<file path="src/isv_pkg.sv">
// Constants, register map and state type of the interrupt vectoring block.
// Assumes a 50 MHz single clock and an APB master with 12-bit byte addresses.
package isv_pkg;

  // ----------------------------------------------------------------
  // Register map (byte addresses)
  // ----------------------------------------------------------------
  localparam logic [11:0] OFF_FLAG = 12'h000;
  localparam logic [11:0] OFF_BASE = 12'h004;
  localparam logic [11:0] OFF_SEL = 12'h008;
  localparam logic [11:0] OFF_MEN = 12'h00C;
  localparam logic [11:0] OFF_MADR = 12'h010;
  localparam logic [11:0] OFF_STAT = 12'h020;
  localparam logic [11:0] OFF_CTRL = 12'h080;

  // Region codes from the address decoder
  localparam logic [2:0] RG_NONE = 3'h0;
  localparam logic [2:0] RG_FLAG = 3'h1;
  localparam logic [2:0] RG_BASE = 3'h2;
  localparam logic [2:0] RG_SEL = 3'h3;
  localparam logic [2:0] RG_MEN = 3'h4;
  localparam logic [2:0] RG_MADR = 3'h5;
  localparam logic [2:0] RG_STAT = 3'h6;
  localparam logic [2:0] RG_CTRL = 3'h7;

  // ----------------------------------------------------------------
  // Field positions
  // ----------------------------------------------------------------
  localparam int FLG_I = 0;
  localparam int FLG_U = 1;
  localparam int FLG_IPL = 4;
  localparam int CTL_PEND = 3;
  localparam int SEL_V8 = 0;
  localparam int SEL_V9 = 1;
  localparam int SEL_V6 = 2;
  localparam int SEL_V7 = 3;

  // ----------------------------------------------------------------
  // Fixed vectors and table constants
  // ----------------------------------------------------------------
  localparam logic [19:0] VEC_UND = 20'hFFFDC;
  localparam logic [19:0] VEC_OVF = 20'hFFFE0;
  localparam logic [19:0] VEC_BRK = 20'hFFFE4;
  localparam logic [19:0] VEC_AM = 20'hFFFE8;
  localparam logic [19:0] VEC_STEP = 20'hFFFEC;
  localparam logic [19:0] VEC_WDT = 20'hFFFF0;
  localparam logic [19:0] VEC_DBC = 20'hFFFF4;
  localparam logic [19:0] VEC_NMI = 20'hFFFF8;
  localparam logic [7:0] BRK_RELOC_BYTE = 8'hFF;
  localparam logic [31:0] RSV_MASK = 32'h0000200F;
  localparam logic [5:0] SOFT_U_KEEP = 6'h20;
  localparam logic [2:0] IPL_TOP = 3'h7;

  // Interrupt sequence length, accept to vector valid
  localparam int SEQ_EVEN_CYC = 18;
  localparam int SEQ_ODD_CYC = 20;

  // Accepted source codes
  localparam logic [3:0] SRC_NONE = 4'h0;
  localparam logic [3:0] SRC_UND = 4'h1;
  localparam logic [3:0] SRC_OVF = 4'h2;
  localparam logic [3:0] SRC_BRK = 4'h3;
  localparam logic [3:0] SRC_INT = 4'h4;
  localparam logic [3:0] SRC_NMI = 4'h5;
  localparam logic [3:0] SRC_DBC = 4'h6;
  localparam logic [3:0] SRC_WDT = 4'h7;
  localparam logic [3:0] SRC_STEP = 4'h8;
  localparam logic [3:0] SRC_AM = 4'h9;
  localparam logic [3:0] SRC_MASK = 4'hA;

  // ----------------------------------------------------------------
  // State
  // ----------------------------------------------------------------
  typedef enum logic [1:0] {
    ST_IDLE = 2'b01,
    ST_SEQ = 2'b10
  } isv_st_t;

  typedef struct packed {
    isv_st_t st;
    logic [4:0] cnt;
    logic iflag;
    logic uflag;
    logic [2:0] processor_priority_level;
    logic sv_i;
    logic sv_u;
    logic [2:0] sv_ipl;
    logic [19:0] base;
    logic [3:0] sel;
    logic [3:0] men;
    logic [3:0][19:0] madr;
    logic [31:0] pend;
    logic [31:0][2:0] lvl;
    logic nmi_pend;
    logic wdt_pend;
    logic dbc_pend;
    logic step_pend;
    logic nmi_low;
    logic vld;
    logic [19:0] vaddr;
    logic [5:0] num;
    logic [3:0] src;
    logic [31:0] rdata;
  } isv_state_t;

  localparam isv_state_t ISV_RST = '{st: ST_IDLE, default: '0};

endpackage

</file>
<file path="src/isv_top.sv">
// Interrupt classification, arbitration and vector address generation.
// Assumes the core and all request sources are synchronous to clock_i.
//
// The placing of the registers and the APB register port were chosen for this implementation.
`timescale 1ns/1ps
`default_nettype none

module isv_top
  import isv_pkg::*;
(
  input wire logic clock_i,
  input wire logic resetn_i,
  input wire logic psel_i,
  input wire logic penable_i,
  input wire logic pwrite_i,
  input wire logic [11:0] paddr_i,
  input wire logic [31:0] pwdata_i,
  output logic [31:0] prdata_o,
  output logic pready_o,
  output logic pslverr_o,
  input wire logic boundary_i,
  input wire logic und_i,
  input wire logic into_i,
  input wire logic ovf_flag_i,
  input wire logic brk_i,
  input wire logic int_i,
  input wire logic [5:0] int_num_i,
  input wire logic [7:0] brk_hi_byte_i,
  input wire logic ret_i,
  input wire logic fetch_valid_i,
  input wire logic [19:0] fetch_pc_i,
  input wire logic nmi_n_i,
  input wire logic wdt_req_i,
  input wire logic dbc_req_i,
  input wire logic step_req_i,
  input wire logic [31:0] periph_req_i,
  input wire logic [3:0] alt_req_i,
  output logic busy_o,
  output logic accept_o,
  output logic vec_valid_o,
  output logic [19:0] vec_addr_o,
  output logic [5:0] int_num_o,
  output logic [3:0] int_src_o,
  output logic [2:0] ipl_o,
  output logic iflag_o,
  output logic uflag_o
);

  // ----------------------------------------------------------------
  // Functions
  // ----------------------------------------------------------------
  function automatic logic [19:0] vaddr(input logic [19:0] base,
                                         input logic [5:0] num);
    vaddr = base + {12'h000, num, 2'b00};
  endfunction

  // Highest level wins; strict compare keeps the lowest number on a tie
  function automatic logic [8:0] pick(input logic [31:0] pend,
                                       input logic [31:0][2:0] lvl,
                                       input logic [2:0] processor_priority_level);
    logic [8:0] r;
    r = '0;
    for (int k = 4; k < 32; k++) begin
      if (pend[k] && (lvl[k] > processor_priority_level) && (lvl[k] > r[2:0])) begin
        r = {1'b1, 5'(k), lvl[k]};
      end
    end
    return r;
  endfunction

  function automatic logic [2:0] region(input logic [11:0] a);
    region = RG_NONE;
    if (a[1:0] == 2'b00) begin
      if (a == OFF_FLAG) region = RG_FLAG;
      else if (a == OFF_BASE) region = RG_BASE;
      else if (a == OFF_SEL) region = RG_SEL;
      else if (a == OFF_MEN) region = RG_MEN;
      else if (a[11:4] == OFF_MADR[11:4]) region = RG_MADR;
      else if (a == OFF_STAT) region = RG_STAT;
      else if (a[11:7] == OFF_CTRL[11:7]) region = RG_CTRL;
    end
  endfunction

  // ----------------------------------------------------------------
  // State and helpers
  // ----------------------------------------------------------------
  isv_state_t q;
  isv_state_t n;
  logic [31:0] preq;
  logic [31:0] clr;
  logic [31:0] rdv;
  logic [8:0] mp;
  logic am_hit;
  logic trap_go;
  logic idle;
  logic acc;
  logic nfall;
  logic wr;
  logic [2:0] rg;
  logic [3:0] src;
  logic [5:0] anum;
  logic [4:0] aidx;
  logic [19:0] avec;
  logic [2:0] alvl;

  // ----------------------------------------------------------------
  // Next state
  // ----------------------------------------------------------------
  always_comb begin
    n = q;
    n.vld = 1'b0;
    clr = '0;
    rdv = '0;
    // Two-wire mode ack/nack and start/stop arrive on these same lines
    preq = periph_req_i;
    preq[6] = q.sel[SEL_V6] ? alt_req_i[0] : periph_req_i[6];
    preq[7] = q.sel[SEL_V7] ? alt_req_i[1] : periph_req_i[7];
    preq[8] = q.sel[SEL_V8] ? alt_req_i[2] : periph_req_i[8];
    preq[9] = q.sel[SEL_V9] ? alt_req_i[3] : periph_req_i[9];
    preq = preq & ~RSV_MASK;
    am_hit = 1'b0;
    for (int i = 0; i < 4; i++) begin
      if (fetch_valid_i && q.men[i] && (q.madr[i] == fetch_pc_i)) begin
        am_hit = 1'b1;
      end
    end
    mp = pick(q.pend, q.lvl, q.processor_priority_level);
    trap_go = und_i | (into_i & ovf_flag_i) | brk_i | int_i;
    idle = (q.st == ST_IDLE);
    nfall = !q.nmi_low && !nmi_n_i;
    rg = region(paddr_i);
    wr = psel_i && penable_i && pwrite_i;

    // Arbitration: trap instructions bypass every mask
    src = SRC_NONE;
    anum = '0;
    avec = '0;
    alvl = q.processor_priority_level;
    if (idle && boundary_i) begin
      if (und_i) begin
        src = SRC_UND;
        avec = VEC_UND;
      end else if (into_i && ovf_flag_i) begin
        src = SRC_OVF;
        avec = VEC_OVF;
      end else if (brk_i) begin
        src = SRC_BRK;
        avec = (brk_hi_byte_i == BRK_RELOC_BYTE) ?
               vaddr(q.base, 6'h00) : VEC_BRK;
      end else if (int_i) begin
        src = SRC_INT;
        anum = int_num_i;
        avec = vaddr(q.base, int_num_i);
      end else if (q.nmi_pend) begin
        src = SRC_NMI;
        avec = VEC_NMI;
        alvl = IPL_TOP;
      end else if (q.dbc_pend) begin
        src = SRC_DBC;
        avec = VEC_DBC;
      end else if (q.wdt_pend) begin
        src = SRC_WDT;
        avec = VEC_WDT;
        alvl = IPL_TOP;
      end else if (q.step_pend) begin
        src = SRC_STEP;
        avec = VEC_STEP;
      end else if (am_hit) begin
        src = SRC_AM;
        avec = VEC_AM;
      end else if (q.iflag && mp[8]) begin
        src = SRC_MASK;
        anum = {1'b0, mp[7:3]};
        alvl = mp[2:0];
        avec = vaddr(q.base, {1'b0, mp[7:3]});
      end
    end
    acc = (src != SRC_NONE);
    aidx = anum[4:0];

    // Register writes; a zero in the pending bit clears it
    if (wr) begin
      case (rg)
        RG_FLAG: begin
          n.iflag = pwdata_i[FLG_I];
          n.uflag = pwdata_i[FLG_U];
          n.processor_priority_level = pwdata_i[FLG_IPL +: 3];
        end
        RG_BASE: n.base = pwdata_i[19:0];
        RG_SEL: n.sel = pwdata_i[3:0];
        RG_MEN: n.men = pwdata_i[3:0];
        RG_MADR: n.madr[paddr_i[3:2]] = pwdata_i[19:0];
        RG_CTRL: begin
          n.lvl[paddr_i[6:2]] = pwdata_i[2:0];
          clr[paddr_i[6:2]] = !pwdata_i[CTL_PEND];
        end
        default: ;
      endcase
    end

    // Return restores the flags saved at acceptance
    if (ret_i && idle) begin
      n.iflag = q.sv_i;
      n.uflag = q.sv_u;
      n.processor_priority_level = q.sv_ipl;
    end

    if (acc) begin
      n.st = ST_SEQ;
      // Odd base costs split vector fetches
      n.cnt = q.base[0] ? 5'(SEQ_ODD_CYC - 2) :
              5'(SEQ_EVEN_CYC - 2);
      n.vaddr = avec;
      n.num = anum;
      n.src = src;
      n.sv_i = q.iflag;
      n.sv_u = q.uflag;
      n.sv_ipl = q.processor_priority_level;
      n.iflag = 1'b0;
      n.processor_priority_level = alvl;
      if (!(src == SRC_INT && anum >= SOFT_U_KEEP)) begin
        n.uflag = 1'b0;
      end
      if (src == SRC_MASK) begin
        clr[aidx] = 1'b1;
      end
    end else if (q.st == ST_SEQ) begin
      if (q.cnt == 5'h00) begin
        n.st = ST_IDLE;
        n.vld = 1'b1;
      end else begin
        n.cnt = q.cnt - 5'h01;
      end
    end

    // New requests win over any clear in the same cycle
    n.pend = (q.pend & ~clr) | preq;
    n.nmi_pend = (q.nmi_pend && src != SRC_NMI) || nfall;
    n.wdt_pend = (q.wdt_pend && src != SRC_WDT) || wdt_req_i;
    n.dbc_pend = (q.dbc_pend && src != SRC_DBC) || dbc_req_i;
    n.step_pend = (q.step_pend && src != SRC_STEP) || step_req_i;
    n.nmi_low = !nmi_n_i;

    // Read data captured in the setup phase, shown in the access phase
    case (rg)
      RG_FLAG: begin
        rdv[FLG_I] = q.iflag;
        rdv[FLG_U] = q.uflag;
        rdv[FLG_IPL +: 3] = q.processor_priority_level;
      end
      RG_BASE: rdv[19:0] = q.base;
      RG_SEL: rdv[3:0] = q.sel;
      RG_MEN: rdv[3:0] = q.men;
      RG_MADR: rdv[19:0] = q.madr[paddr_i[3:2]];
      RG_STAT: rdv[5:0] = {q.st == ST_SEQ, q.nmi_pend, q.dbc_pend,
                           q.wdt_pend, q.step_pend, q.sv_u};
      RG_CTRL: begin
        rdv[2:0] = q.lvl[paddr_i[6:2]];
        rdv[CTL_PEND] = q.pend[paddr_i[6:2]];
      end
      default: ;
    endcase
    if (psel_i && !penable_i && !pwrite_i) begin
      n.rdata = rdv;
    end
  end

  always_ff @(posedge clock_i or negedge resetn_i) begin
    if (!resetn_i) begin
      q <= ISV_RST;
    end else begin
      q <= n;
    end
  end

  // ----------------------------------------------------------------
  // Outputs
  // ----------------------------------------------------------------
  assign prdata_o = q.rdata;
  assign pready_o = 1'b1;
  assign pslverr_o = psel_i && penable_i && (rg == RG_NONE);
  assign busy_o = (q.st == ST_SEQ);
  assign accept_o = acc;
  assign vec_valid_o = q.vld;
  assign vec_addr_o = q.vaddr;
  assign int_num_o = q.num;
  assign int_src_o = q.src;
  assign ipl_o = q.processor_priority_level;
  assign iflag_o = q.iflag;
  assign uflag_o = q.uflag;

  // ----------------------------------------------------------------
  // Assertions
  // ----------------------------------------------------------------
  localparam int LAT_E = SEQ_EVEN_CYC;
  localparam int LAT_O = SEQ_ODD_CYC;
endmodule // isv_top

`default_nettype wire

</file>
<file path="config.mk">
export PLATFORM = sky130hd
export DESIGN_NAME = isv_top
export DESIGN_NICKNAME = d
export VERILOG_FILES = /design/src/isv_pkg.sv /design/src/isv_top.sv
export SDC_FILE = /design/constraint.sdc
export NUM_CORES = 1
export LEC_CHECK = 0
export ABC_AREA = 1
export BUFFER_PORTS_ARGS = -buffer_cell sky130_fd_sc_hd__buf_2
export CORE_MARGIN = 10
export CORE_UTILIZATION = 30
export CTS_BUF_LIST = sky130_fd_sc_hd__clkbuf_8
export CTS_CLUSTER_SIZE = 40
export DETAILED_ROUTE_END_ITERATION = 12
export PLACE_DENSITY_LB_ADDON = 0.1
export SKIP_LAST_GASP = 1
export SYNTH_ARGS = -nofsm -noshare
export SYNTH_HDL_FRONTEND = slang
export SYNTH_SLANG_ARGS = --single-unit
</file>
<file path="constraint.sdc">
create_clock -name clock_i -period 59.1 [get_ports clock_i]
set_input_delay 17.73 -clock clock_i [delete_from_list [all_inputs] [get_ports clock_i]]
set_output_delay 17.73 -clock clock_i [all_outputs]
set_load 0.03 [all_outputs]
</file>
Yosys cells after proc, flatten, opt, wreduce, memory -nomap -nowiden --
Cells that the tools add are included.
Operators by class: $add $sub $neg 3, order comparisons 63, equality and inequality tests 36, muxes and demuxes 127, bitwise logic cells 5, reductions and logical operators 109
Operators by type and width (count):
- $mux 20 | 14
- $mux 9 | 28
- $gt 3x3->1 | 55
- $mux 32 | 4
- $bwmux 96 | 1
- $logic_and 1x1->1 | 82
- $bwmux 80 | 1
- $eq 20x20->1 | 4
- $and 32x32->32 | 2
- $or 32x32->32 | 2
- $mux 3 | 21
- $mux 5 | 10
- $mux 4 | 11
- $bmux 20 s2 | 1
- $demux 20 s2 | 1
- $not 32->32 | 1
- $mux 6 | 5
- $pmux 13 s2 | 1
- $eq 12x4->1 const B | 2
- $add 20x7->20 | 1
- $add 20x8->20 | 1
- $reduce_and 2->1 | 8
- $bmux 3 s5 | 1
- $demux 3 s5 | 1
- 46 further kinds | 85
Word-level totals: register bits after elaboration 309, input bits 131, output and inout bits 72

Longest topological paths before layout --
Gate-level depths: netlist (run 1).
word-level depth 107, depth in mapped cells 227, depth with buffers taken out 226

Worst setup path after synthesis (run 1) --
OpenSTA, ideal clock, no wires.
path kind register -> output, start register q, in the netlist ipl_o[2], end output port accept_o, arrival time 28450 ps, slack 12920 ps, stages on the path, launching flop included 209, buffers on the path 3, cells stage by stage dfrtp_1 -> inv_1 -> ha_1 -> nand3_1 -> nand2_1 -> inv_2 -> nand3_1 -> nor2_1 -> ha_1 -> clkinv_1 -> nor2_1 -> nor2_2 -> nand3_4 -> nand2_1 -> o21ai_1 -> ha_1 -> nand2_1 -> inv_1 -> (+173 left out) -> o21ai_0 -> nand3_1 -> o21ai_0 -> ha_1 -> a21oi_1 -> o21ai_0 -> nand3_1 -> nand2_1 -> nor2_1 -> nand4_4 -> nand3_1 -> nand2_1 -> nand2_1 -> nand2_2 -> nand2_4 -> nand4_1 -> buf_4 -> buf_4
Between the ends: word-level cells in the longest chain between the ends 98, elaborated cells on any way between the ends 152, classes of those cells order compare (55); mux (39); reduce/logical (58)
Ends and longest elaborated chain:
- start, declared | line isv_top.sv:87 | isv_state_t q;
- start signal, assigned | line isv_top.sv:272 | q <= n;
- $gt 3x3->1 | line isv_top.sv:64 | if (pend[k] && (lvl[k] > processor_priority_level) && (lvl[k] > r[2:0])) begin
- $logic_and 1x1->1 (2 in a row) | line isv_top.sv:64
- $mux 9 | line isv_top.sv:64
- $gt 3x3->1 | line isv_top.sv:64
- $logic_and 1x1->1 | line isv_top.sv:64
- $mux 9 | line isv_top.sv:64
- $gt 3x3->1 | line isv_top.sv:64
- $logic_and 1x1->1 | line isv_top.sv:64
- (+81 left out)
- $mux 4 * | line isv_top.sv:158 | end else if (q.dbc_pend) begin
- $mux 4 * | line isv_top.sv:154 | end else if (q.nmi_pend) begin
- $mux 4 * | line isv_top.sv:150 | end else if (int_i) begin
- $mux 4 * | line isv_top.sv:146 | end else if (brk_i) begin
- $mux 4 * | line isv_top.sv:143 | end else if (into_i && ovf_flag_i) begin
- $mux 4 * | line isv_top.sv:140 | if (und_i) begin
- $mux 4 * | line isv_top.sv:139 | if (idle && boundary_i) begin
- $reduce_bool 4->1 * | line isv_top.sv:178 | acc = (src != SRC_NONE);
- end, declared | line isv_top.sv:39 | output logic accept_o,
Every way passes the cells marked *; elsewhere a longest branch is shown, timed or not.

Final worst setup path (run 1) --
start register q, in the netlist ipl_o[1], end output port accept_o
Same word-level chain as after synthesis.

==> results by group, run 1 <==
Final layout
  – Multi-input logic area: ~0.013 sq mm
  – Fill cell count: around 8,000
  – Commonest cells after routing, fill and taps aside: nand2_1, o21ai_0, inv_1, dfrtp_1, nand3_1
  – Post-Route Utilization: ~34%
  – # nets final: between 3,000 and 4,000
  – Layout cells sized above 1: between 10% and 20%
  – Area grow syn2layout: 12.00%
  – Most common cell after layout, fill and taps aside: nand2_1
  – FF+latch area: between 0.007 and 0.008 sq mm

Clocking
  – TritonCTS Buffers: 60
  – Root buffer cell: clkbuf_8
  – Post-CTS setup buffer count: 0
  – H-Tree Depth: 2
  – Clock Path Buffers: 3
  – Post-cts sizing count: 0
  – Clock sinks: 309
  – Cts hold-fix bufs: 0
  – Clock slew at reported path FFs: roughly 60 ps
  – Clk_lat worst skew: approximately 720 ps
  – CTS tree: done

Synth
  – Largest family of logic cells by synthesized area: simple AND/OR/NAND/NOR gates
  – Synth Area in Simple Gates: between 20% and 30%
  – Commonest register cell after synthesis: dfrtp_1
  – Mux cell area share after synthesis: 0.1339%
  – Mean area per synthesized cell: approximately 7.3 sq um
  – Synth Area in XOR/XNOR: between 2 and 2.5%
  – Post-synthesis compound-gate area fraction: around 17%
  – Unique masters post-synth: 70
  – Async set or reset register ratio after synthesis: between 90% and 100%
  – Synth Cell Area: roughly 0.022 sq mm
  – FF+latch count, synth: 309
  – Post-Synth Adder-Cell Area: 7.821%
  – Synth warn: 0
  – Post-Synthesis Cells: about 3,100
  – EDFF count, synth: 0
  – Register area share after synthesis: between 30% and 40%

Drt
  – DRT iter0 DRCs: 1,833
  – Routed WL per cell: between 20 and 25 um
  – Vias per inst: 5.129
  – Vias: 21,560
  – Antenna-violating nets left: 0
  – DRC errors left: 0
  – Drt pass-1 iters: 6
  – Total length of routed wires: between 80,000 and 90,000 um

Critical path
  – CP startpoint kind: flop
  – Slowest-stage cell, CP: nand4_1
  – Critical path type: reg2out
  – Slowest cell delay on critical path: 860 ps
  – Crit path top cell by count: ha_1
  – Arrival time at the worst endpoint: around 34,000 ps
  – Critical Path Fanout Max: 20
  – Element type at the critical path end: primary output
  – CP top delay family: simple AND/OR/NAND/NOR gates
  – CP Data Required Time: about 41,000 ps
  – Worst Path Buf+Inv: 13

Timing
  – Final Max Tran Viols: 0
  – Setup-failing EPs final: 0
  – Fin crit period: ~52,000 ps
  – Final WS setup: about 7000 ps
  – Worst Tran Pin Value: between 1000 and 1500 ps
  – Final hold vios: 0
  – Maximum clock rate: approximately 19 MHz
  – Hold_ws: between 400 and 500 ps
  – RSZ-0062 raised after global routing: false
  – Setup tns final: 0 ps
  – Slew HR: 20.91%
  – Setup Skew: roughly 70 ps
  – Final Cycle Share: between 80 and 90%

Place
  – HPWL Detailed: 66,260 um
  – Pre-CTS WS: roughly 7700 ps
  – Final GP Congestion: around 0.87
  – Port Buffers: 172

Die
  – Horiz. Die Dim: between 200 and 300 um
  – Core area: approximately 0.074 sq mm
  – Die height: just under 300 um
  – Row Count: 100
  – IO Pins: around 200
  – Starting density of the core: between 30% and 40%
  – Area of the die: 0.08610 sq mm

GRT
  – First-pass GRT wire length: 133,300 um
  – Vias in the first global route: around 21,000
  – Initial antenna violation count: 9
  – Total Routing Usage GR: about 20%
  – Total global routing overflow: 0
  – Largest net degree at the start of global routing: 100

Run
  – Maxcap violations: 0

Power
  – Power Total: 0.4681 mW
  – Leakage: around 12 nW
  – Power Dens Cells: about 19 mW/mm^2
  – Max IR drop VDD: between 15 and 20 uV

Hold path
  – Hold crit path type: reg2reg

Run status
  – Outcome: complete, no violations
[worst reg2reg max path, delay by kind of cell (launching register included)]
family / cells / cell delay [ps]
AOI/OAI and AO/OA: 39 / 9360
adders and majority gates: 28 / 8230
buffers and inverters: 12 / 1090
DFF: 1 / 490
and+or+nand+nor: 118 / 14670
[path summary, 6_finish.rpt]
path                          start  cells past startpoint  slack, ps             to
hold reg to reg               q[63]                      1        430          q[67]
setup reg to reg           ipl_o[1]                    197      25070       ipl_o[0]
hold / removal                q[63]                      1        430          q[67]
max in group asynchronous  resetn_i                      3      39590         q[100]
setup / recovery           ipl_o[1]                    194       7010       accept_o
min in group asynchronous  resetn_i                      1      17010  vec_addr_o[7]
[report_power, final]
part	internal, mW	switching [mW]	total [mW]
Clock	0.113	0.104	0.217
Sequential	0.212	0.00137	0.214
Combinational	0.00910	0.0283	0.0374
Total	0.334	0.134	0.468
[cell usage after synthesis, types with 10 or more instances]
| library cell | n | share of area (%) |
|---|---|---|
| o22ai_1 | 82 | 2.3 |
| a21oi_1 | 65 | 1.5 |
| or2_2 | 20 | 0.56 |
| a22oi_1 | 10 | 0.33 |
| nor2_1 | 167 | 2.8 |
| nand4_1 | 30 | 0.84 |
| o211ai_1 | 17 | 0.57 |
| buf_4 | 71 | 2.4 |
| nand3b_1 | 13 | 0.44 |
| nand3_1 | 199 | 4.4 |
| inv_1 | 314 | 5.3 |
| nand2_2 | 45 | 1.3 |
| nand2_4 | 19 | 0.95 |
| inv_2 | 23 | 0.38 |
| clkbuf_1 | 75 | 1.3 |
| nand2_1 | 781 | 13 |
| dfrtp_1 | 308 | 34 |
| xor2_1 | 45 | 1.8 |
| nor4_1 | 15 | 0.42 |
| o21ai_1 | 27 | 0.60 |
| nor3_1 | 34 | 0.76 |
| xnor2_1 | 13 | 0.51 |
| ha_1 | 137 | 7.6 |
| o21ai_0 | 373 | 8.3 |
| nand3_2 | 37 | 1.7 |
| a31oi_1 | 13 | 0.36 |
[layer usage]
| metal | routed length (um) | vias to the layer above | track usage [%] |
|---|---|---|---|
| met3 | 5750 | 131 | 3.645 |
| met2 | 38230 | 659 | 30.52 |
| met4 | 2374 | 8 | 6.105 |
| met5 | 36 | - | 0 |
| li1 | - | 10460 | - |
| met1 | 41960 | 10310 | 28.33 |
[through the flow]
stage	std cells	instance area (sq um)
after floorplan	3078	22470
final	4203	25120
after CTS	4201	25120
after global placement	4094	23940
after detailed placement	4094	23940
after global routing	4202	25120
[kinds of logic after synthesis]
| kind of cell | count (synthesis) |
|---|---|
| adders and majority gates | 139 |
| other | 2 |
| and+or+nand+nor | 1402 |
| xor gates and xnor gates | 58 |
| buffers and inverters | 498 |
| muxes | 3 |
| AOI/OAI and AO/OA | 656 |
| DFF | 309 |
[state kept, by name (all words and copies together) (netlist names)]
signal	cells
vec_valid_o	1
int_src_o	4
iflag_o	1
vec_addr_o	20
q	253
int_num_o	6
prdata_o	20
ipl_o	3
uflag_o	1
[final cells by class]
class / instances / area share (%)
flip-flops and latches: 309 / 30.79
inverters: 339 / 5.085
multi-input cells: 2271 / 50.10
diodes: 2 / 0.01992
clock inverters: 33 / 0.6425
well taps: 969 / 4.826
clock buffers: 74 / 4.054
repair buffers: 206 / 4.483
(Power assumes the default switching activity.)
==> run 2, diff against run 1 <==
- REMOVE_ABC_BUFFERS: not set -> 1
==> run 2 against run 1 <==
Effect of this change:
- flip-flop and latch count did not move
- clock-buffer cell count fell by 2
- clock power rose by 6%
- worst setup slack improved by 790 ps
- combinational power fell by 1%
- design area rose by 0.26%
- first-iteration DRC count fell by 23%
- critical path type unchanged
- critical endpoint unchanged
==> results by group, run 2 (synthesis results as in run 1) <==
Final layout
  – # nets final: 3,457
  – Design area: around 0.025 sq mm
  – Biggest register: q
  – Most common cell after layout, fill and taps aside: nand2_1
  – Post-Route Utilization: between 30% and 40%
  – Layout cells sized above 1: 14.98%
  – Area grow syn2layout: 12.29%
  – Final cell count without fillers: about 4,200
  – Commonest cells after routing, fill and taps aside: nand2_1, o21ai_0, inv_1, dfrtp_1, nand3_1
  – Largest register FFs: 253

GRT
  – Total Routing Usage GR: approximately a fifth
  – Initial antenna violation count: 4
  – Total global routing overflow: 0
  – First-pass GRT wire length: approximately 130,000 um
  – Vias in the first global route: 21,200
  – Largest net degree at the start of global routing: 109

Place
  – Placed Cells: a little over 4,000
  – Placed instance area: around 0.024 sq mm
  – Port Buffers: approximately 170
  – HPWL Detailed: around 65,000 um
  – Final GP Congestion: ~0.89

Timing
  – Setup tns final: 0 ps
  – Final hold vios: 0
  – Setup Skew: between 20 and 30 ps
  – Final Cycle Share: between 80% and 90%
  – Setup-failing EPs final: 0
  – Slew HR: between 10 and 15%
  – Worst Tran Pin Value: between 1000 and 1500 ps
  – Final Max Tran Viols: 0
  – Fin crit period: 51,300 ps
  – Maximum clock rate: a little under 20 MHz
  – RSZ-0062 raised after global routing: false

Critical path
  – Critical Path Fanout Max: 20
  – Crit path top cell by count: ha_1
  – Slowest cell delay on critical path: 750 ps
  – CP startpoint kind: flop
  – Arrival time at the worst endpoint: 33,570 ps
  – CP Data Required Time: 41,370 ps
  – Element type at the critical path end: primary output
  – Slowest-stage cell, CP: inv_1
  – Critical path type: reg2out

Run status
  – Outcome: complete, no violations

Die
  – Horiz. Die Dim: 293.4 um
  – Row Count: 100
  – IO Pins: 203
  – Core area: around 0.074 sq mm
  – Area of the die: 0.08610 sq mm
  – Die height: 293.4 um
  – Starting density of the core: a little under a third

Clocking
  – CTS tree: done
  – TritonCTS Buffers: 58
  – Clock Path Buffers: 3
  – Cts hold-fix bufs: 0
  – Root buffer cell: clkbuf_8
  – Post-cts sizing count: 0
  – Clk_lat worst skew: approximately 700 ps
  – Clock slew at reported path FFs: roughly 60 ps
  – Clock sinks: 309
  – Post-CTS setup buffer count: 0
  – H-Tree Depth: 2

Drt
  – DRT iter0 DRCs: 1,407
  – Vias: around 21,000
  – Vias per inst: 5.097
  – Routed WL per cell: 20.64 um
  – Antenna-violating nets left: 0
  – DRC errors left: 0
  – Drt pass-1 iters: 6
  – Total length of routed wires: between 80,000 and 90,000 um

Run
  – Maxcap violations: 0

Power
  – Max IR drop VDD: about 14 uV
  – Power Dens Cells: 19.10 mW/mm^2
  – Leakage: between 10 and 15 nW

Hold path
  – Hold crit path type: reg2reg
==> run 2: report_power, final <==
part	internal (mW)	switching [mW]	leakage, nW
combinational	0.00910	0.0278	7.72
clock	0.131	0.0997	0.684
sequential	0.212	0.00145	4.08
total	0.352	0.129	12.5
==> run 2: worst max-delay path, delay by kind of cell (launching register included) <==
family	cells	cell delay (ps)
AOI/OAI and AO/OA	40	9330
adders and majority gates	28	8330
buffers and inverters	12	1850
DFF	1	470
and+or+nand+nor	111	12920
==> run 2: metal layers <==
layer	GRT usage (%)	routed length, um	part of all wire, %	up-vias
met5	0	31	0.036	-
met4	6.192	2579	3.0	4
met3	2.657	4187	4.8	129
met2	32.95	41130	48	557
met1	25.49	38640	45	10220
li1	-	-	-	10470
==> run 2: path summary, 6_finish.rpt <==
path                       startpoint  cells after the start  slack, ps        endpoint
setup / recovery             ipl_o[2]                    191       7800        accept_o
hold / removal                  q[63]                      1        430           q[67]
setup reg to reg             ipl_o[2]                    198      25200  vec_addr_o[11]
hold reg to reg                 q[63]                      1        430           q[67]
max in group asynchronous    resetn_i                      3      39530          q[118]
min in group asynchronous    resetn_i                      1      17150    prdata_o[17]
==> run 2: through the flow <==
| stage | power [mW] | setup WS (ps) | hold slack [ps] |
|---|---|---|---|
| final | 0.4812 | 7796 | 434.1 |
| after global routing | 0.5005 | 4360 | 450.1 |
| after CTS | 0.4877 | 7541 | 439.2 |
| after detailed placement | 0.2548 | 8455 | 427.0 |
| after global placement | 0.2546 | 9072 | 415.1 |
| after floorplan | 0.2320 | 12570 | 399.6 |
==> run 2: final cells by class <==
class	instances	area [sq um]
fillers	8092	49130
clock buffers	72	991.0
repair buffers	208	1141
clock inverters	26	251.5
inverters	339	1277
multi-input cells	2271	12580
flip-flops and latches	309	7734
well taps	969	1212
diodes	1	2.502
